File: config.mk
export PLATFORM = sky130hd
export DESIGN_NAME = rbo_sequencer
export DESIGN_NICKNAME = d
export VERILOG_FILES = /design/src/pkg/rbo_pkg.sv /design/src/design/rbo_sequencer.sv
export SDC_FILE = /design/constraint.sdc
export NUM_CORES = 1
export LEC_CHECK = 0
export ABC_CLOCK_PERIOD_IN_PS = 9000
export BUFFER_PORTS_ARGS = -buffer_cell sky130_fd_sc_hd__buf_4
export CAP_MARGIN = 20
export CORE_MARGIN = 2
export CORE_UTILIZATION = 50
export CTS_CLUSTER_DIAMETER = 100
export DETAILED_ROUTE_END_ITERATION = 12
export PLACE_DENSITY_LB_ADDON = 0.2
export SYNTH_ARGS = -nofsm -noshare
export SYNTH_HDL_FRONTEND = slang
export SYNTH_SLANG_ARGS = --single-unit
File: constraint.sdc
create_clock -name i_clk -period 9 [get_ports i_clk]
set_clock_uncertainty 0.2 [all_clocks]
set_input_delay 1.8 -clock i_clk [delete_from_list [all_inputs] [get_ports i_clk]]
set_output_delay 1.8 -clock i_clk [all_outputs]
set_load 0.05 [all_outputs]
File: src/pkg/rbo_pkg.sv
/*
  Shared constants for the rod bank overlap sequencer: clock rate, coil
  sequence time, stepping rates, bank geometry, selector codes and states.
  Assumes a single 10 MHz system clock.
*/
`default_nettype none

package rbo_pkg;

  // System clock and the fixed coil sequence.
  localparam int CLK_HZ = 10_000_000;
  localparam int SEQ_MS = 780;
  localparam int SEQ_CYC = SEQ_MS * (CLK_HZ / 1000);
  localparam int MINUTE_S = 60;
  localparam int MINUTE_CYC = MINUTE_S * CLK_HZ;

  // Stepping rates in steps per minute.
  localparam int SPM_W = 7;
  localparam logic [6:0] AUTO_MIN_SPM = 7'h08;
  localparam logic [6:0] AUTO_MAX_SPM = 7'h48;
  localparam logic [6:0] MAN_CTRL_SPM = 7'h30;
  localparam logic [6:0] MAN_SD_SPM = 7'h40;

  // Bank geometry, positions in steps.
  localparam int N_CTRL = 4;
  localparam int N_SD = 2;
  localparam int POS_W = 8;
  localparam logic [7:0] TOP_STEPS = 8'he4;
  localparam logic [7:0] OVERLAP_STEPS = 8'h80;
  localparam logic [7:0] D_LIMIT_STEPS = 8'hdc;
  localparam logic [7:0] POS_RESET = 8'h00;

  // Bank selector codes; individual banks follow from SEL_BANK0 upward.
  localparam int SEL_W = 3;
  localparam logic [2:0] SEL_AUTO = 3'h0;
  localparam logic [2:0] SEL_MANUAL = 3'h1;
  localparam logic [2:0] SEL_BANK0 = 3'h2;

  typedef enum logic [1:0] {
    CYC_IDLE,
    CYC_STEP,
    CYC_HALT
  } rbo_cyc_t;

endpackage

`default_nettype wire

File: src/design/rbo_sequencer.sv
/*
  Rod bank overlap sequencer: takes the bank selector, the in/hold/out
  lever and the automatic demand, and issues coil sequence orders per rod
  group with overlap, order, speed and inhibit handling.
  Assumes all inputs are asynchronous to i_clk and that the power cabinets
  drive every mechanism of a group from its single step order line.
*/
// Behaviour
// - One order line steps a whole group.
// - Groups of a bank stay within one step unless reversed while uneven.
// - Withdraw A to D, insert D to A.
// - Next bank joins at overlap position.
// - Leading bank stops at core top.
// - Bank D continues alone after C tops.
// - Overlapped banks step matching groups together.
// - Shutdown banks move manually, never overlapped.
// - Four abnormal conditions block withdrawal.
// - Low turbine power disables automatic mode.
// - Automatic withdrawal halts past bank D limit.
// - Automatic: control banks only, 8 to 72 spm.
// - Manual rates are fixed presets.
// - Each coil sequence lasts 780 ms.
// - Speed set only by idle gap.
// - Lever acts only in manual or bank.
// - In automatic, lever is ignored.
// - Hold lever: selector changes move nothing.
// - Overlap program in automatic and manual.
// - Multiplexing failure blocks new steps; a running one completes.
// - Automatic needs thermal power above 15 percent.
// - No group moves out of sequence.
// - Command change waits for step end.
// - Early step pulse halts, alarms, latches.
`default_nettype none

module rbo_sequencer #(
  parameter int N_CTRL = rbo_pkg::N_CTRL,
  parameter int N_SD = rbo_pkg::N_SD,
  parameter int POS_W = rbo_pkg::POS_W,
  parameter logic [POS_W-1:0] TOP = rbo_pkg::TOP_STEPS,
  parameter logic [POS_W-1:0] OVL = rbo_pkg::OVERLAP_STEPS,
  parameter logic [POS_W-1:0] DLIM = rbo_pkg::D_LIMIT_STEPS,
  parameter int SEQ_CYC = rbo_pkg::SEQ_CYC,
  parameter int MINUTE_CYC = rbo_pkg::MINUTE_CYC,
  parameter logic [6:0] MAN_CTRL_SPM = rbo_pkg::MAN_CTRL_SPM,
  parameter logic [6:0] MAN_SD_SPM = rbo_pkg::MAN_SD_SPM
) (
  input wire logic i_clk, // System clock.
  input wire logic i_reset, // Asynchronous plant reset.
  input wire logic [rbo_pkg::SEL_W-1:0] i_selector, // Bank selector code.
  input wire logic i_lever_in, // Lever in position.
  input wire logic i_lever_out, // Lever out position.
  input wire logic i_auto_in, // Automatic insert demand.
  input wire logic i_auto_out, // Automatic withdraw demand.
  input wire logic [rbo_pkg::SPM_W-1:0] i_auto_spm, // Automatic speed demand.
  input wire logic i_pr_overpower, // Power range overpower.
  input wire logic i_ir_overpower, // Intermediate range overpower.
  input wire logic i_op_delta_t, // Overpower delta-T.
  input wire logic i_ot_delta_t, // Overtemperature delta-T.
  input wire logic i_turbine_ok, // Turbine power at or above 15 percent.
  input wire logic i_thermal_ok, // Thermal power above 15 percent.
  input wire logic i_mux_fail, // Cabinet multiplexing failure.
  input wire logic i_fault_clear, // Clears the overspeed halt.
  output logic [2*(N_CTRL+N_SD)-1:0] o_step_group, // Coil sequence order per group.
  output logic o_dir_out, // Direction of the order, high for out.
  output logic o_busy, // A coil sequence is running.
  output logic o_urgent, // Overspeed halt latched.
  output logic o_auto_active, // Automatic mode in control.
  output logic o_withdraw_block, // Withdrawal inhibited.
  output logic o_cmd_pending, // Command change held off.
  output logic [2*(N_CTRL+N_SD)*POS_W-1:0] o_group_pos // Step count per group.
);

  localparam int NB = N_CTRL + N_SD;
  localparam int NG = 2 * NB;
  localparam int SEQ_W = $clog2(SEQ_CYC + 1);
  localparam int SYN_W = rbo_pkg::SEL_W + rbo_pkg::SPM_W + 12;
  localparam logic [POS_W-1:0] JOIN_IN = TOP - OVL;
  localparam logic [31:0] MIN_ACC = 32'(MINUTE_CYC);
  localparam int CMD_W = rbo_pkg::SEL_W + 2;

  // Two-stage synchronisers for every input pin except i_clk and i_reset.
  logic [SYN_W-1:0] sync1;
  logic [SYN_W-1:0] sync2;
  always_ff @(posedge i_clk or posedge i_reset) begin
    if (i_reset) begin
      sync1 <= '0;
      sync2 <= '0;
    end else begin
      sync1 <= {i_selector, i_lever_in, i_lever_out, i_auto_in, i_auto_out, i_auto_spm, i_pr_overpower,
                i_ir_overpower, i_op_delta_t, i_ot_delta_t, i_turbine_ok, i_thermal_ok, i_mux_fail, i_fault_clear};
      sync2 <= sync1;
    end
  end

  logic [rbo_pkg::SEL_W-1:0] sel_s;
  logic lev_in_s, lev_out_s, a_in_s, a_out_s;
  logic [rbo_pkg::SPM_W-1:0] spm_s;
  logic [3:0] inh_s;
  logic turb_s, therm_s, mux_s, clr_s;
  assign {sel_s, lev_in_s, lev_out_s, a_in_s, a_out_s, spm_s, inh_s,
          turb_s, therm_s, mux_s, clr_s} = sync2;

  // Command decode: selector plus requested direction.
  logic auto_sel, auto_ok, raw_out, raw_in;
  logic [CMD_W-1:0] cmd_raw;
  always_comb begin
    auto_sel = (sel_s == rbo_pkg::SEL_AUTO);
    auto_ok = turb_s && therm_s;
    if (auto_sel) begin
      raw_out = auto_ok && a_out_s && !a_in_s;
      raw_in = auto_ok && a_in_s && !a_out_s;
    end else if (int'(sel_s) < int'(rbo_pkg::SEL_BANK0) + NB) begin
      raw_out = lev_out_s && !lev_in_s;
      raw_in = lev_in_s && !lev_out_s;
    end else begin
      raw_out = 1'b0;
      raw_in = 1'b0;
    end
    cmd_raw = {sel_s, raw_out, raw_in};
  end

  // Registered state: command latch, pulser, cycler, group counters.
  rbo_pkg::rbo_cyc_t state, next_state;
  logic [CMD_W-1:0] cmd_q, next_cmd_q;
  logic [31:0] acc, next_acc;
  logic [SEQ_W-1:0] seq_cnt, next_seq_cnt;
  logic [NG-1:0] grp_q, next_grp_q;
  logic dir_q, next_dir_q;
  logic [POS_W-1:0] cnt [NG];
  logic [POS_W-1:0] next_cnt [NG];

  logic [rbo_pkg::SEL_W-1:0] sel_q;
  logic out_q, in_q;
  assign {sel_q, out_q, in_q} = cmd_q;

  // Bank selection from the latched command and the group counters.
  logic [NB-1:0] move;
  logic [NG-1:0] grp;
  always_comb begin
    int lead;
    int c;
    logic found;
    lead = 0;
    c = 0;
    found = 1'b0;
    move = '0;
    if (sel_q == rbo_pkg::SEL_AUTO || sel_q == rbo_pkg::SEL_MANUAL) begin
      if (out_q) begin
        for (int b = 0; b < N_CTRL; b++) begin
          if (!found && cnt[2*b+1] < TOP) begin
            lead = b;
            found = 1'b1;
          end
        end
        if (found) begin
          move[lead] = 1'b1;
          c = lead + 1;
          // The follower joins only in the same group phase as the leader.
          if (c < N_CTRL && cnt[2*lead+1] >= OVL && cnt[2*c+1] < TOP &&
              ((cnt[2*lead] == cnt[2*lead+1]) == (cnt[2*c] == cnt[2*c+1]))) begin
            move[c] = 1'b1;
          end
        end
        if (sel_q == rbo_pkg::SEL_AUTO && cnt[2*N_CTRL-1] > DLIM) begin
          move = '0;
        end
      end else if (in_q) begin
        for (int b = N_CTRL - 1; b >= 0; b--) begin
          if (!found && cnt[2*b+1] > POS_W'(0)) begin
            lead = b;
            found = 1'b1;
          end
        end
        if (found) begin
          move[lead] = 1'b1;
          c = lead - 1;
          if (c >= 0 && cnt[2*lead+1] <= JOIN_IN && cnt[2*c+1] > POS_W'(0) &&
              ((cnt[2*lead] == cnt[2*lead+1]) == (cnt[2*c] == cnt[2*c+1]))) begin
            move[c] = 1'b1;
          end
        end
      end
    end else begin
      // Individual bank, the only way a shutdown bank moves.
      c = int'(sel_q) - int'(rbo_pkg::SEL_BANK0);
      if (c >= 0 && c < NB) begin
        if ((out_q && cnt[2*c+1] < TOP) || (in_q && cnt[2*c+1] > POS_W'(0))) begin
          move[c] = 1'b1;
        end
      end
    end
    // Equal groups step group 1 next, otherwise group 2 catches up.
    for (int b = 0; b < NB; b++) begin
      grp[2*b] = move[b] && (cnt[2*b] == cnt[2*b+1]);
      grp[2*b+1] = move[b] && (cnt[2*b] != cnt[2*b+1]);
    end
  end

  // The pulser looks one increment ahead, so starts come one rounded-up minute-per-rate apart.
  logic wd_block, demand, ready, go;
  logic [6:0] rate;
  always_comb begin
    wd_block = |inh_s;
    if (sel_q == rbo_pkg::SEL_AUTO) begin
      if (spm_s < rbo_pkg::AUTO_MIN_SPM) begin
        rate = rbo_pkg::AUTO_MIN_SPM;
      end else if (spm_s > rbo_pkg::AUTO_MAX_SPM) begin
        rate = rbo_pkg::AUTO_MAX_SPM;
      end else begin
        rate = spm_s;
      end
    end else if (int'(sel_q) >= int'(rbo_pkg::SEL_BANK0) + N_CTRL) begin
      rate = MAN_SD_SPM;
    end else begin
      rate = MAN_CTRL_SPM;
    end
    demand = (|move) && (in_q || (out_q && !wd_block)) && !mux_s;
    ready = (acc + {25'h0, rate}) >= MIN_ACC;
    go = demand && ready && (cmd_raw == cmd_q);
  end

  // Next values for pulser, latch, cycler and counters.
  always_comb begin
    next_state = state;
    next_cmd_q = cmd_q;
    next_seq_cnt = seq_cnt;
    next_grp_q = grp_q;
    next_dir_q = dir_q;
    next_cnt = cnt;
    // The accumulator saturates, so speed only shapes the idle gap.
    next_acc = go ? 32'h0 : (ready ? acc : acc + {25'h0, rate});
    case (state)
      rbo_pkg::CYC_IDLE: begin
        next_cmd_q = cmd_raw;
        if (go) begin
          next_state = rbo_pkg::CYC_STEP;
          next_seq_cnt = SEQ_W'(SEQ_CYC - 1);
          next_grp_q = grp;
          next_dir_q = out_q;
        end
      end
      rbo_pkg::CYC_STEP: begin
        next_seq_cnt = seq_cnt - SEQ_W'(1);
        if (seq_cnt == SEQ_W'(0)) begin
          next_state = rbo_pkg::CYC_IDLE;
          next_grp_q = '0;
          for (int g = 0; g < NG; g++) begin
            if (grp_q[g]) begin
              next_cnt[g] = dir_q ? cnt[g] + POS_W'(1) : cnt[g] - POS_W'(1);
            end
          end
        end
        if (go) begin
          next_state = rbo_pkg::CYC_HALT;
          next_grp_q = '0;
        end
      end
      rbo_pkg::CYC_HALT: begin
        if (clr_s) begin
          next_state = rbo_pkg::CYC_IDLE;
        end
      end
      default: begin
        next_state = rbo_pkg::CYC_IDLE;
        next_grp_q = '0;
      end
    endcase
  end

  always_ff @(posedge i_clk or posedge i_reset) begin
    if (i_reset) begin
      state <= rbo_pkg::CYC_IDLE;
      cmd_q <= '0;
      acc <= 32'h0;
      seq_cnt <= '0;
      grp_q <= '0;
      dir_q <= 1'b0;
      cnt <= '{default: POS_W'(rbo_pkg::POS_RESET)};
    end else begin
      state <= next_state;
      cmd_q <= next_cmd_q;
      acc <= next_acc;
      seq_cnt <= next_seq_cnt;
      grp_q <= next_grp_q;
      dir_q <= next_dir_q;
      cnt <= next_cnt;
    end
  end

  assign o_step_group = grp_q;
  assign o_dir_out = dir_q;
  assign o_busy = (state == rbo_pkg::CYC_STEP);
  assign o_urgent = (state == rbo_pkg::CYC_HALT);
  assign o_auto_active = auto_sel && auto_ok;
  assign o_withdraw_block = wd_block;
  assign o_cmd_pending = (cmd_raw != cmd_q);

  genvar gi;
  for (gi = 0; gi < NG; gi++) begin : g_pos
    assign o_group_pos[gi*POS_W +: POS_W] = cnt[gi];
  end

  // Helper: length of the running coil sequence.
  logic [31:0] run_len, next_run_len;
  always_comb begin
    next_run_len = o_busy ? run_len + 32'h1 : 32'h0;
  end
  always_ff @(posedge i_clk or posedge i_reset) begin
    if (i_reset) begin
      run_len <= 32'h0;
    end else begin
      run_len <= next_run_len;
    end
  end

  generate
    for (gi = 0; gi < NB; gi++) begin : g_chk

      if (gi > 0 && gi < N_CTRL) begin : g_ord

      end
      if (gi >= N_CTRL) begin : g_sd

      end
    end
  endgenerate
endmodule

`default_nettype wire

[After elaboration in Yosys (flattened, before gate mapping)]
Cells that the tools add are included.
Word-level totals
  register bits after elaboration: 215
  input port bits: 24
  output and inout bits: 114
Operators by class
  $add $sub $neg: 34
  $lt $le $gt $ge: 42
  eq/ne operators: 27
  multiplexer cells: 118
  bitwise logic cells: 12
  reduce and logical (&&, ||, !) cells: 84
Operators by type and width (count)
  32-bit two-way mux: 12
  8-bit binary-select mux with 4-bit select: 9
  32-bit by 5-bit greater-or-equal comparator with 1-bit output, second input constant: 9
  32-bit NOT: 9
  8-bit two-way mux: 30
  32-bit by 2-bit adder with 32-bit output, second input constant: 5
  32-bit by 1-bit greater-or-equal comparator with 1-bit output, second input constant: 5
  32-bit by 5-bit less-than comparator with 1-bit output, second input constant: 4
  8-bit by 1-bit adder with 8-bit output, second input constant: 12
  8-bit by 1-bit subtractor with 8-bit output, second input constant: 12
  8-bit == test: 10
  6-bit two-way mux: 10
  8-bit by 1-bit > comparator with 1-bit output, second input constant: 6
  8-bit less-than comparator, second input constant: 6
  8-bit inequality test: 6
  1-bit logical AND: 46
  23-bit one-hot mux with 2 select lines: 1
  3-bit AND reduction: 14
  1-bit two-way mux: 36
  12-bit two-way mux: 3
  12-bit one-hot mux with 3 select lines: 1
  32-bit by 7-bit adder with 32-bit output: 1
  32-bit by 30-bit greater-or-equal comparator with 1-bit output, second input constant: 1
  32-bit by 4-bit less-than comparator with 1-bit output, second input constant: 1
  38 further kinds: 68

[Longest topological paths before layout]
Gate-level depths: netlist of run 1.
  word-level depth: 44
  mapped depth: 26
  depth with buffers taken out: 19

[Worst setup path before layout of run 1]
Ideal clock, no wire load.
  path kind: register to register
  start point: register cnt (netlist bit o_group_pos[11])
  end point: register grp_q[0] (netlist: o_step_group[0])
  setup time: 0.128 ns
  arrival time: 5.762 ns
  data required time: 8.672 ns
  slack: 2.911 ns
  stages on the path, launching flop included: 25
  buffers on the path: 7
  period minus slack after synthesis: 6.089 ns
  cell sequence: dfrtp_1 > clkbuf_2 > nor3_2 > or2_1 > clkbuf_1 > a21o_1 > buf_2 > inv_1 > buf_2 > ha_1 > buf_2 > buf_2 > mux2_2 > a22oi_1 > mux2i_1 > xor2_1 > or4_1 > nor4_2 > mux2i_1 > mux2i_1 > a221oi_4 > a31oi_2 > a21o_1 > buf_4 > mux2_1
Between the ends
  word-level cells in the longest chain between the ends: 40
  elaborated cells between the ends (all ways): 143
Ends and longest elaborated chain
  start: declaration: RTL line rbo_sequencer.sv:129  | logic [POS_W-1:0] cnt [NG];
  start signal: assignment: RTL line rbo_sequencer.sv:286  | cnt <= next_cnt;
  8-bit less-than comparator: RTL line rbo_sequencer.sv:150  | if (!found && cnt[2*b+1] < TOP) begin
  1-bit two-way mux: RTL line rbo_sequencer.sv:150
  1-bit two-way mux: RTL line rbo_sequencer.sv:148  | if (out_q) begin
  1-bit two-way mux: RTL line rbo_sequencer.sv:147  | if (sel_q == rbo_pkg::SEL_AUTO || sel_q == rbo_pkg::SEL_MANUAL) begin
  1-bit logical NOT: RTL line rbo_sequencer.sv:150
  1-bit logical AND: RTL line rbo_sequencer.sv:150
  1-bit two-way mux: RTL line rbo_sequencer.sv:150
  1-bit two-way mux: RTL line rbo_sequencer.sv:148
  (+22 left out)
  6-bit two-way mux: RTL line rbo_sequencer.sv:164  | if (sel_q == rbo_pkg::SEL_AUTO && cnt[2*N_CTRL-1] > DLIM) begin
  6-bit two-way mux: RTL line rbo_sequencer.sv:148
  6-bit two-way mux: RTL line rbo_sequencer.sv:147
  6-bit OR reduction: RTL line rbo_sequencer.sv:217  | demand = (|move) && (in_q || (out_q && !wd_block)) && !mux_s;
  1-bit logical AND (2 in a row): RTL line rbo_sequencer.sv:217
  1-bit logical AND (2 in a row): RTL line rbo_sequencer.sv:219  | go = demand && ready && (cmd_raw == cmd_q);
  3-bit by 1-bit inequality test with 1-bit output (no source line), or another cell as far along
  3-bit AND reduction (no source line) / 12-bit one-hot mux with 3 select lines (equally long branches)
  end signal: assignment: RTL line rbo_sequencer.sv:284  | grp_q <= next_grp_q;
  end: declaration: RTL line rbo_sequencer.sv:127  | logic [NG-1:0] grp_q, next_grp_q;
Several ways; a longest one is shown, not always the timed one. The select of a mux whose other input is x is not followed.
A chain may end at the register's enable or synchronous reset.

[Worst setup path in the final report of run 1]
  start point: register cnt (netlist bit o_group_pos[62])
  end point: register seq_cnt[9]
Between the ends
  word-level cells in the longest chain between the ends: 44
  elaborated cells between the ends (all ways): 143
Ends and longest elaborated chain
  8-bit by 1-bit > comparator with 1-bit output: RTL line rbo_sequencer.sv:169  | if (!found && cnt[2*b+1] > POS_W'(0)) begin
  1-bit two-way mux: RTL line rbo_sequencer.sv:169
  1-bit two-way mux: RTL line rbo_sequencer.sv:167  | end else if (in_q) begin
  1-bit two-way mux: RTL line rbo_sequencer.sv:148
  1-bit two-way mux: RTL line rbo_sequencer.sv:147
  1-bit logical NOT: RTL line rbo_sequencer.sv:169
  1-bit logical AND: RTL line rbo_sequencer.sv:169
  1-bit two-way mux: RTL line rbo_sequencer.sv:169
  (+26 left out)
  6-bit two-way mux: RTL line rbo_sequencer.sv:167
  6-bit two-way mux: RTL line rbo_sequencer.sv:148
  6-bit two-way mux (*): RTL line rbo_sequencer.sv:147
  6-bit OR reduction (*): RTL line rbo_sequencer.sv:217
  1-bit logical AND (*) (2 in a row): RTL line rbo_sequencer.sv:217
  1-bit logical AND (*) (2 in a row): RTL line rbo_sequencer.sv:219
  2-bit inequality test (no source line) (*)
  2-bit AND reduction (no source line) (*)
  end signal: assignment: RTL line rbo_sequencer.sv:283  | seq_cnt <= next_seq_cnt;
  end: declaration: RTL line rbo_sequencer.sv:126  | logic [SEQ_W-1:0] seq_cnt, next_seq_cnt;
Mark *: on every way between the ends. The rest lies on a longest branch, timed or not. The select of a mux whose other input is x is not followed.

==> results of run 1 <==
-- area by class of cell --
cell class                      instances  area [sq um]  share of cell area, %
Clock buffer                           28           637                   3.49
Clock inverter                         18           298                   1.63
Inverter                               74           287                   1.57
Multi-Input combinational cell       1387          9890                   54.2
Sequential cell                       215          5380                   29.5
Tap cell                              402           503                   2.76
Timing Repair Buffer                  160          1240                   6.81
-- worst max-delay path, cell delays in order (launching register included) --
cell,delay (ns)
dfrtp_1,0.56
or4_1,0.57
nor3_2,0.45
nand2_1,0.35
clkinv_1,0.32
ha_1,0.86
nor2b_1,0.22
buf_4,0.25
o2bb2ai_1,0.18
xnor2_1,0.11
nor4_1,0.35
a21oi_1,0.08
a211o_1,0.28
nor4_1,0.29
o2bb2ai_1,0.18
nor4b_1,0.50
a311oi_2,0.14
a311oi_1,0.50
o21a_1,0.75
o21ai_0,0.20
-- through the flow --
stage                     util, %  hold WS, ns  std cells
after global placement       54.7        0.133       2236
after CTS                    57.6        0.149       2282
after detailed placement     54.7        0.135       2236
after floorplan                 -        0.131       1778
final                        57.8        0.147       2284
after global routing         57.8        0.152       2284
-- routing by layer --
| layer | global-route usage [%] | vias up | share of wire, % |
|---|---|---|---|
| li1 | - | 6569 | - |
| met1 | 41.5 | 6857 | 43 |
| met2 | 48.7 | 539 | 45 |
| met3 | 4.75 | 161 | 7.0 |
| met4 | 13.6 | 0 | 5.5 |
| met5 | 0 | - | 0 |
-- registers in the layout (all words and copies together) (netlist names) --
signal	flops
o_group_pos	96
sync2	22
sync1	22
state	2
acc	32
o_dir_out	1
cmd_q	5
seq_cnt	23
o_step_group	12
-- synthesized netlist by cell type, types with 25 or more instances --
cell type,count
o21ai_0,151
nand2_1,160
dfrtp_1,215
xor2_1,67
mux2i_1,48
nand3_1,31
a21oi_1,92
o21bai_1,25
nor2_1,132
nor3_1,41
mux2_2,48
inv_1,73
clkbuf_1,57
buf_2,30
ha_1,90
nor4_1,28
xnor2_1,122
a21o_1,40
-- worst max path at each step --
| stage | from | endpoint | slack (ns) | cells past startpoint |
|---|---|---|---|---|
| final | o_group_pos[62]$_DFFE_PP0P_ | seq_cnt[9]$_DFFE_PP0P_ | 1.46 | 19 |
| after global routing | o_group_pos[62]$_DFFE_PP0P_ | seq_cnt[9]$_DFFE_PP0P_ | 0.95 | 19 |
| after CTS | o_group_pos[62]$_DFFE_PP0P_ | seq_cnt[9]$_DFFE_PP0P_ | 1.64 | 19 |
| after detailed placement | o_group_pos[62]$_DFFE_PP0P_ | seq_cnt[0]$_DFFE_PP0P_ | 1.69 | 19 |
| after global placement | o_group_pos[62]$_DFFE_PP0P_ | seq_cnt[0]$_DFFE_PP0P_ | 1.81 | 19 |
| after floorplan | i_reset | acc[0]$_DFFE_PP0P_ | 1.12 | 1 |
-- placed cells by master (no fill, tap or decap), drive strengths merged, types with 14 or more instances in the layout --
| cell type | instances |
|---|---|
| a21o | 40 |
| a21oi | 92 |
| a2bb2oi | 17 |
| a31oi | 32 |
| and3 | 14 |
| buf | 160 |
| clkbuf | 28 |
| dfrtp | 215 |
| ha | 90 |
| inv | 73 |
| mux2 | 56 |
| mux2i | 49 |
| nand2 | 160 |
| nand2b | 14 |
| nand3 | 31 |
| nor2 | 135 |
| nor3 | 43 |
| nor4 | 30 |
| o21ai | 154 |
| o21bai | 25 |
| or3 | 17 |
| xnor2 | 122 |
| xor2 | 67 |
-- report_power, final --
part / leakage [nW] / total, mW / switching [mW] / internal (mW)
sequential: 2.87 / 1.04 / 0.0366 / 1.01
clock: 0.445 / 1.16 / 0.443 / 0.717
combinational: 5.63 / 0.261 / 0.155 / 0.106
-- kinds of logic (layout without fill, tap and decap cells) --
group | after synthesis | in the layout | synth area share [%]
adders and majority gates | 103 | 103 | 8.66
buffers and inverters | 176 | 280 | 4.70
muxes | 112 | 112 | 8.06
and+or+nand+nor | 496 | 496 | 14.6
xor gates and xnor gates | 189 | 189 | 10.3
DFF | 215 | 215 | 33.6
AOI/OAI and AO/OA | 487 | 487 | 20.0
==> run metrics, run 1 <==
outcome=complete, no violations; row count=65; drt total wl=51100 um; R2R Path End=seq_cnt[9]$_DFFE_PP0P_; Synth area leaders=dfrtp_1, ha_1, xnor2_1; core footprint=31600 sq um; crit path max fanout=29; Worst Reg-to-Reg Cells=19; worst endpoint data arrival time=7.73 ns; cell count after synthesis=1778; Post-CTS Hold Buffers=0; Max Root-Sink Buffers=3; fill count=2883; reg2reg start=o_group_pos[62]$_DFFE_PP0P_; kind of critical path=register to register; total number of vias=around 14000; Final min period=7.54 ns; routed len/inst=about 22 um; FFs w/ async S/R, synth=100%; Final setup viols=0; worst hold endpoint=sync2[15]$_DFF_PP0_; Syn Area/Cell=between 9 and 10 sq um; Final GP Congestion=1.02; Power Total=2.47 mW; Yosys reg bits=215; Vias/cell=approximately 6.2; Finished Cell Area=18200 sq um; RSZ-0062 raised after global routing=no; cell leakage power=8.94 nW; Post-CTS Setup Bufs=0; Chip Height=183 um; post-DP HPWL=36500 um; largest net degree at the start of global routing=around 140; Ys Warns=0; first-pass GRT wire length=roughly 80000 um; Clock Root Buffer=clkbuf_16; nets=1990; CP Capture Type=register; Hold Vio Cnt, Final=0; ratio of total power to cell area=135 nW/um^2; gr usage total=30.6%; Area Overhead vs Synth=13.9%; TritonCTS clock tree=built; DRC=0; buffers added on ports=137; final setup margin=1.46 ns; Max Slew Vio Count=0; Synth Cell Area=between 15000 and 20000 sq um; max cap viols=0; setup TNS=0 ns; # IOs=138; top cell type by total area after synthesis=dfrtp_1; initial antenna violation count=0; startpoint types=register; Peak supply drop=0.130 mV; min-delay worst type=register to register; Worst Tran Pin Value=between 0.9 and 1 ns; DR iter-0 viols=1244; synth unique cells=80; share of layout cells above drive strength 1=around 16%; total CTS buffers=25; vias in the first global route=13705; n_diodes=0; First-pass DRT Iterations=6; CTS sink count=215; syn_nets=1905; Max Clk Rate=between 0.1 and 0.15 GHz; Post-synth EDFFs=0; worst-skew pair later-pin latency=approximately 0.56 ns; Worst Hold Depth=0; fin crit share=about 84%; hold path start=sync1[15]$_DFF_PP0_; sequential area share after synthesis=33.6%; r2r setup slk=1.46 ns; Slew HR=approximately a third; Resized Gates After CTS=0; DIE AREA=33500 sq um; Synth Flop Type=dfrtp_1; Area after DPL=around 17000 sq um; GR Overflow Total=0; ANT nets after route=0; H-tree levels=1; Yosys top cell area share=roughly 34%; Die Wd=183 um; Critical Path RT=9.19 ns; Clock transition at path regs=0.06 ns; DP Worst Slack=roughly 1.7 ns; initial core utilization=50.8%
Note: power is estimated with default switching activity, not from simulation.
==> run 2: changes to the inputs <==
--- a/config.mk
+++ b/config.mk
@@ -5,7 +5,7 @@
 export SDC_FILE = /design/constraint.sdc
 export NUM_CORES = 1
 export LEC_CHECK = 0
-export ABC_CLOCK_PERIOD_IN_PS = 9000
+export ABC_CLOCK_PERIOD_IN_PS = 7500
 export BUFFER_PORTS_ARGS = -buffer_cell sky130_fd_sc_hd__buf_4
 export CAP_MARGIN = 20
 export CORE_MARGIN = 2
==> constraint.sdc (replaced) <==
create_clock -name i_clk -period 7.5 [get_ports i_clk]
set_clock_uncertainty 0.2 [all_clocks]
set_input_delay 1.5 -clock i_clk [delete_from_list [all_inputs] [get_ports i_clk]]
set_output_delay 1.5 -clock i_clk [all_outputs]
set_load 0.05 [all_outputs]
==> run 2 against run 1 <==
Net effect:
- non-clock buffer count is 15 higher
- via count decreased by 0.42%
- wire length is 0.12% higher
- total power rose by 16%
- setup slack got worse by 0.77 ns
- combinational power rose by 18%
- sequential cell count stayed put
- register-to-register slack lost 0.77 ns
- critical path depth increased by 1
- hold slack worse by 0.0011 ns
- clock-buffer cell count rose by 3
==> run metrics, run 2 (synthesis results as in run 1) <==
hold_ws=roughly 0.15 ns; crit path max fanout=37; Worst Tran Pin Value=0.937 ns; share of layout cells above drive strength 1=16.4%; RSZ-0062 raised after global routing=no; Clock Root Buffer=clkbuf_16; routed len/inst=about 22 um; Switch Pwr=around 0.74 mW; setup TNS=0 ns; largest net degree at the start of global routing=138; Post-CTS Setup Bufs=0; final setup margin=0.686 ns; Final setup viols=0; DIE AREA=33500 sq um; Final GP Congestion=1.02; nets=2005; worst endpoint data arrival time=7.08 ns; min-delay worst type=register to register; Chip Height=183 um; Flop pwr share=43.7%; startpoint types=register; Peak supply drop=0.159 mV; Clock transition at path regs=0.07 ns; initial core utilization=around 50%; Final min period=6.81 ns; core footprint=roughly 32000 sq um; CTS sink count=215; Max Root-Sink Buffers=3; Max Slew Vio Count=0; cell leakage power=8.99 nW; Switching Share=25.9%; kind of critical path=register to register; row count=65; fin util=57.9%; internal cell power=2.12 mW; leading cell type in the layout, fill and taps excluded=dfrtp_1; TritonCTS clock tree=built; H-tree levels=1; Slew HR=between 30% and 40%; commonest non-fill, non-tap cells in the layout=dfrtp_1, buf_4, nand2_1; Resized Gates After CTS=0; buffers added on ports=137; initial antenna violation count=0; DP Worst Slack=0.801 ns; GR Overflow Total=0; DRC=0; total number of vias=approximately 14000; Clk pwr share=45.5%; ratio of total power to cell area=157 nW/um^2; outcome=complete, no violations; Die Wd=183 um; Critical Path RT=7.76 ns; DR iter-0 viols=1061; worst-skew pair later-pin latency=0.55 ns; # IOs=approximately 140; first-pass GRT wire length=between 70000 and 80000 um; vias in the first global route=13720; Vias/cell=6.12; Comb power frac=10.8%; max reg flops=96; drt total wl=51100 um; post-DP HPWL=37100 um; max cap viols=0; gr usage total=a little under a third; Area Overhead vs Synth=14.0%; Max Clk Rate=0.147 GHz; n_diodes=0; Post-CTS Hold Buffers=0; CP Capture Type=register; total CTS buffers=25; ANT nets after route=0; fin crit share=about nine tenths; Hold Vio Cnt, Final=0; First-pass DRT Iterations=9
-- run 2: changes by cell type in the layout (fill, tap and decap cells not counted), sizes merged --
cell and change:
inv +1, bufinv -3, buf +15, clkinvlp -2
clkinv -1, clkbuf +3
-- run 2: area by class of cell --
class,count,area [sq um]
clock buffers,31,688
fillers,2825,13300
repair buffers,175,1330
inverters,74,283
well taps,402,503
multi-input cells,1387,9890
clock inverters,13,183
flip-flops and latches,215,5380
-- run 2: worst paths after layout --
kind / from / end / slack (ns) / cells after the start
max: o_group_pos[13]$_DFFE_PP0P_ / seq_cnt[16]$_DFFE_PP0P_ / 0.69 / 20
max reg2reg: o_group_pos[13]$_DFFE_PP0P_ / seq_cnt[16]$_DFFE_PP0P_ / 0.69 / 20
max in group asynchronous: i_reset / o_group_pos[18]$_DFFE_PP0P_ / 5.21 / 3
min reg2reg: sync1[14]$_DFF_PP0_ / sync2[14]$_DFF_PP0_ / 0.15 / 0
min in group asynchronous: i_reset / seq_cnt[13]$_DFFE_PP0P_ / 0.69 / 2
min: sync1[14]$_DFF_PP0_ / sync2[14]$_DFF_PP0_ / 0.15 / 0
-- run 2: metal layers --
| layer | up-vias | global-route usage, % | wire length (um) |
|---|---|---|---|
| li1 | 6590 | - | - |
| met1 | 6825 | 40.4 | 21600 |
| met2 | 522 | 50.3 | 23500 |
| met3 | 129 | 4.71 | 3810 |
| met4 | 0 | 11.9 | 2220 |
| met5 | - | 0 | 0 |
-- run 2: per-stage QoR --
stage / power, mW / instances / area (sq um)
after CTS: 2.89 / 2297 / 18300
after global placement: 1.57 / 2253 / 17400
after global routing: 2.99 / 2297 / 18300
after detailed placement: 1.58 / 2253 / 17400
final: 2.86 / 2297 / 18300
after floorplan: 1.50 / 1778 / 16000
-- run 2: power by group through the flow --
stage               registers (mW)  logic (mW)  clock network, mW
finish                        1.25       0.308               1.30
global route                  1.26       0.353               1.37
CTS                           1.25       0.307               1.33
detailed placement            1.27       0.306                  0
global placement              1.27       0.298                  0
floorplan                     1.26       0.244                  0
-- run 2: critical path, cell delays in order, from the launching register on --
cell,delay [ns]
dfrtp_1,0.69
nand3_1,0.16
nor2_1,0.57
nand2_1,0.16
nor2_1,0.31
ha_1,0.25
buf_4,0.44
mux2_2,0.39
a22o_1,0.18
a32oi_1,0.15
o2111ai_1,0.15
xor2_1,0.18
or4_1,0.54
nor4_2,0.45
mux2i_1,0.32
mux2i_1,0.35
a221oi_4,0.08
a311oi_1,0.49
o21a_1,0.17
buf_4,0.26
a2bb2oi_1,0.20
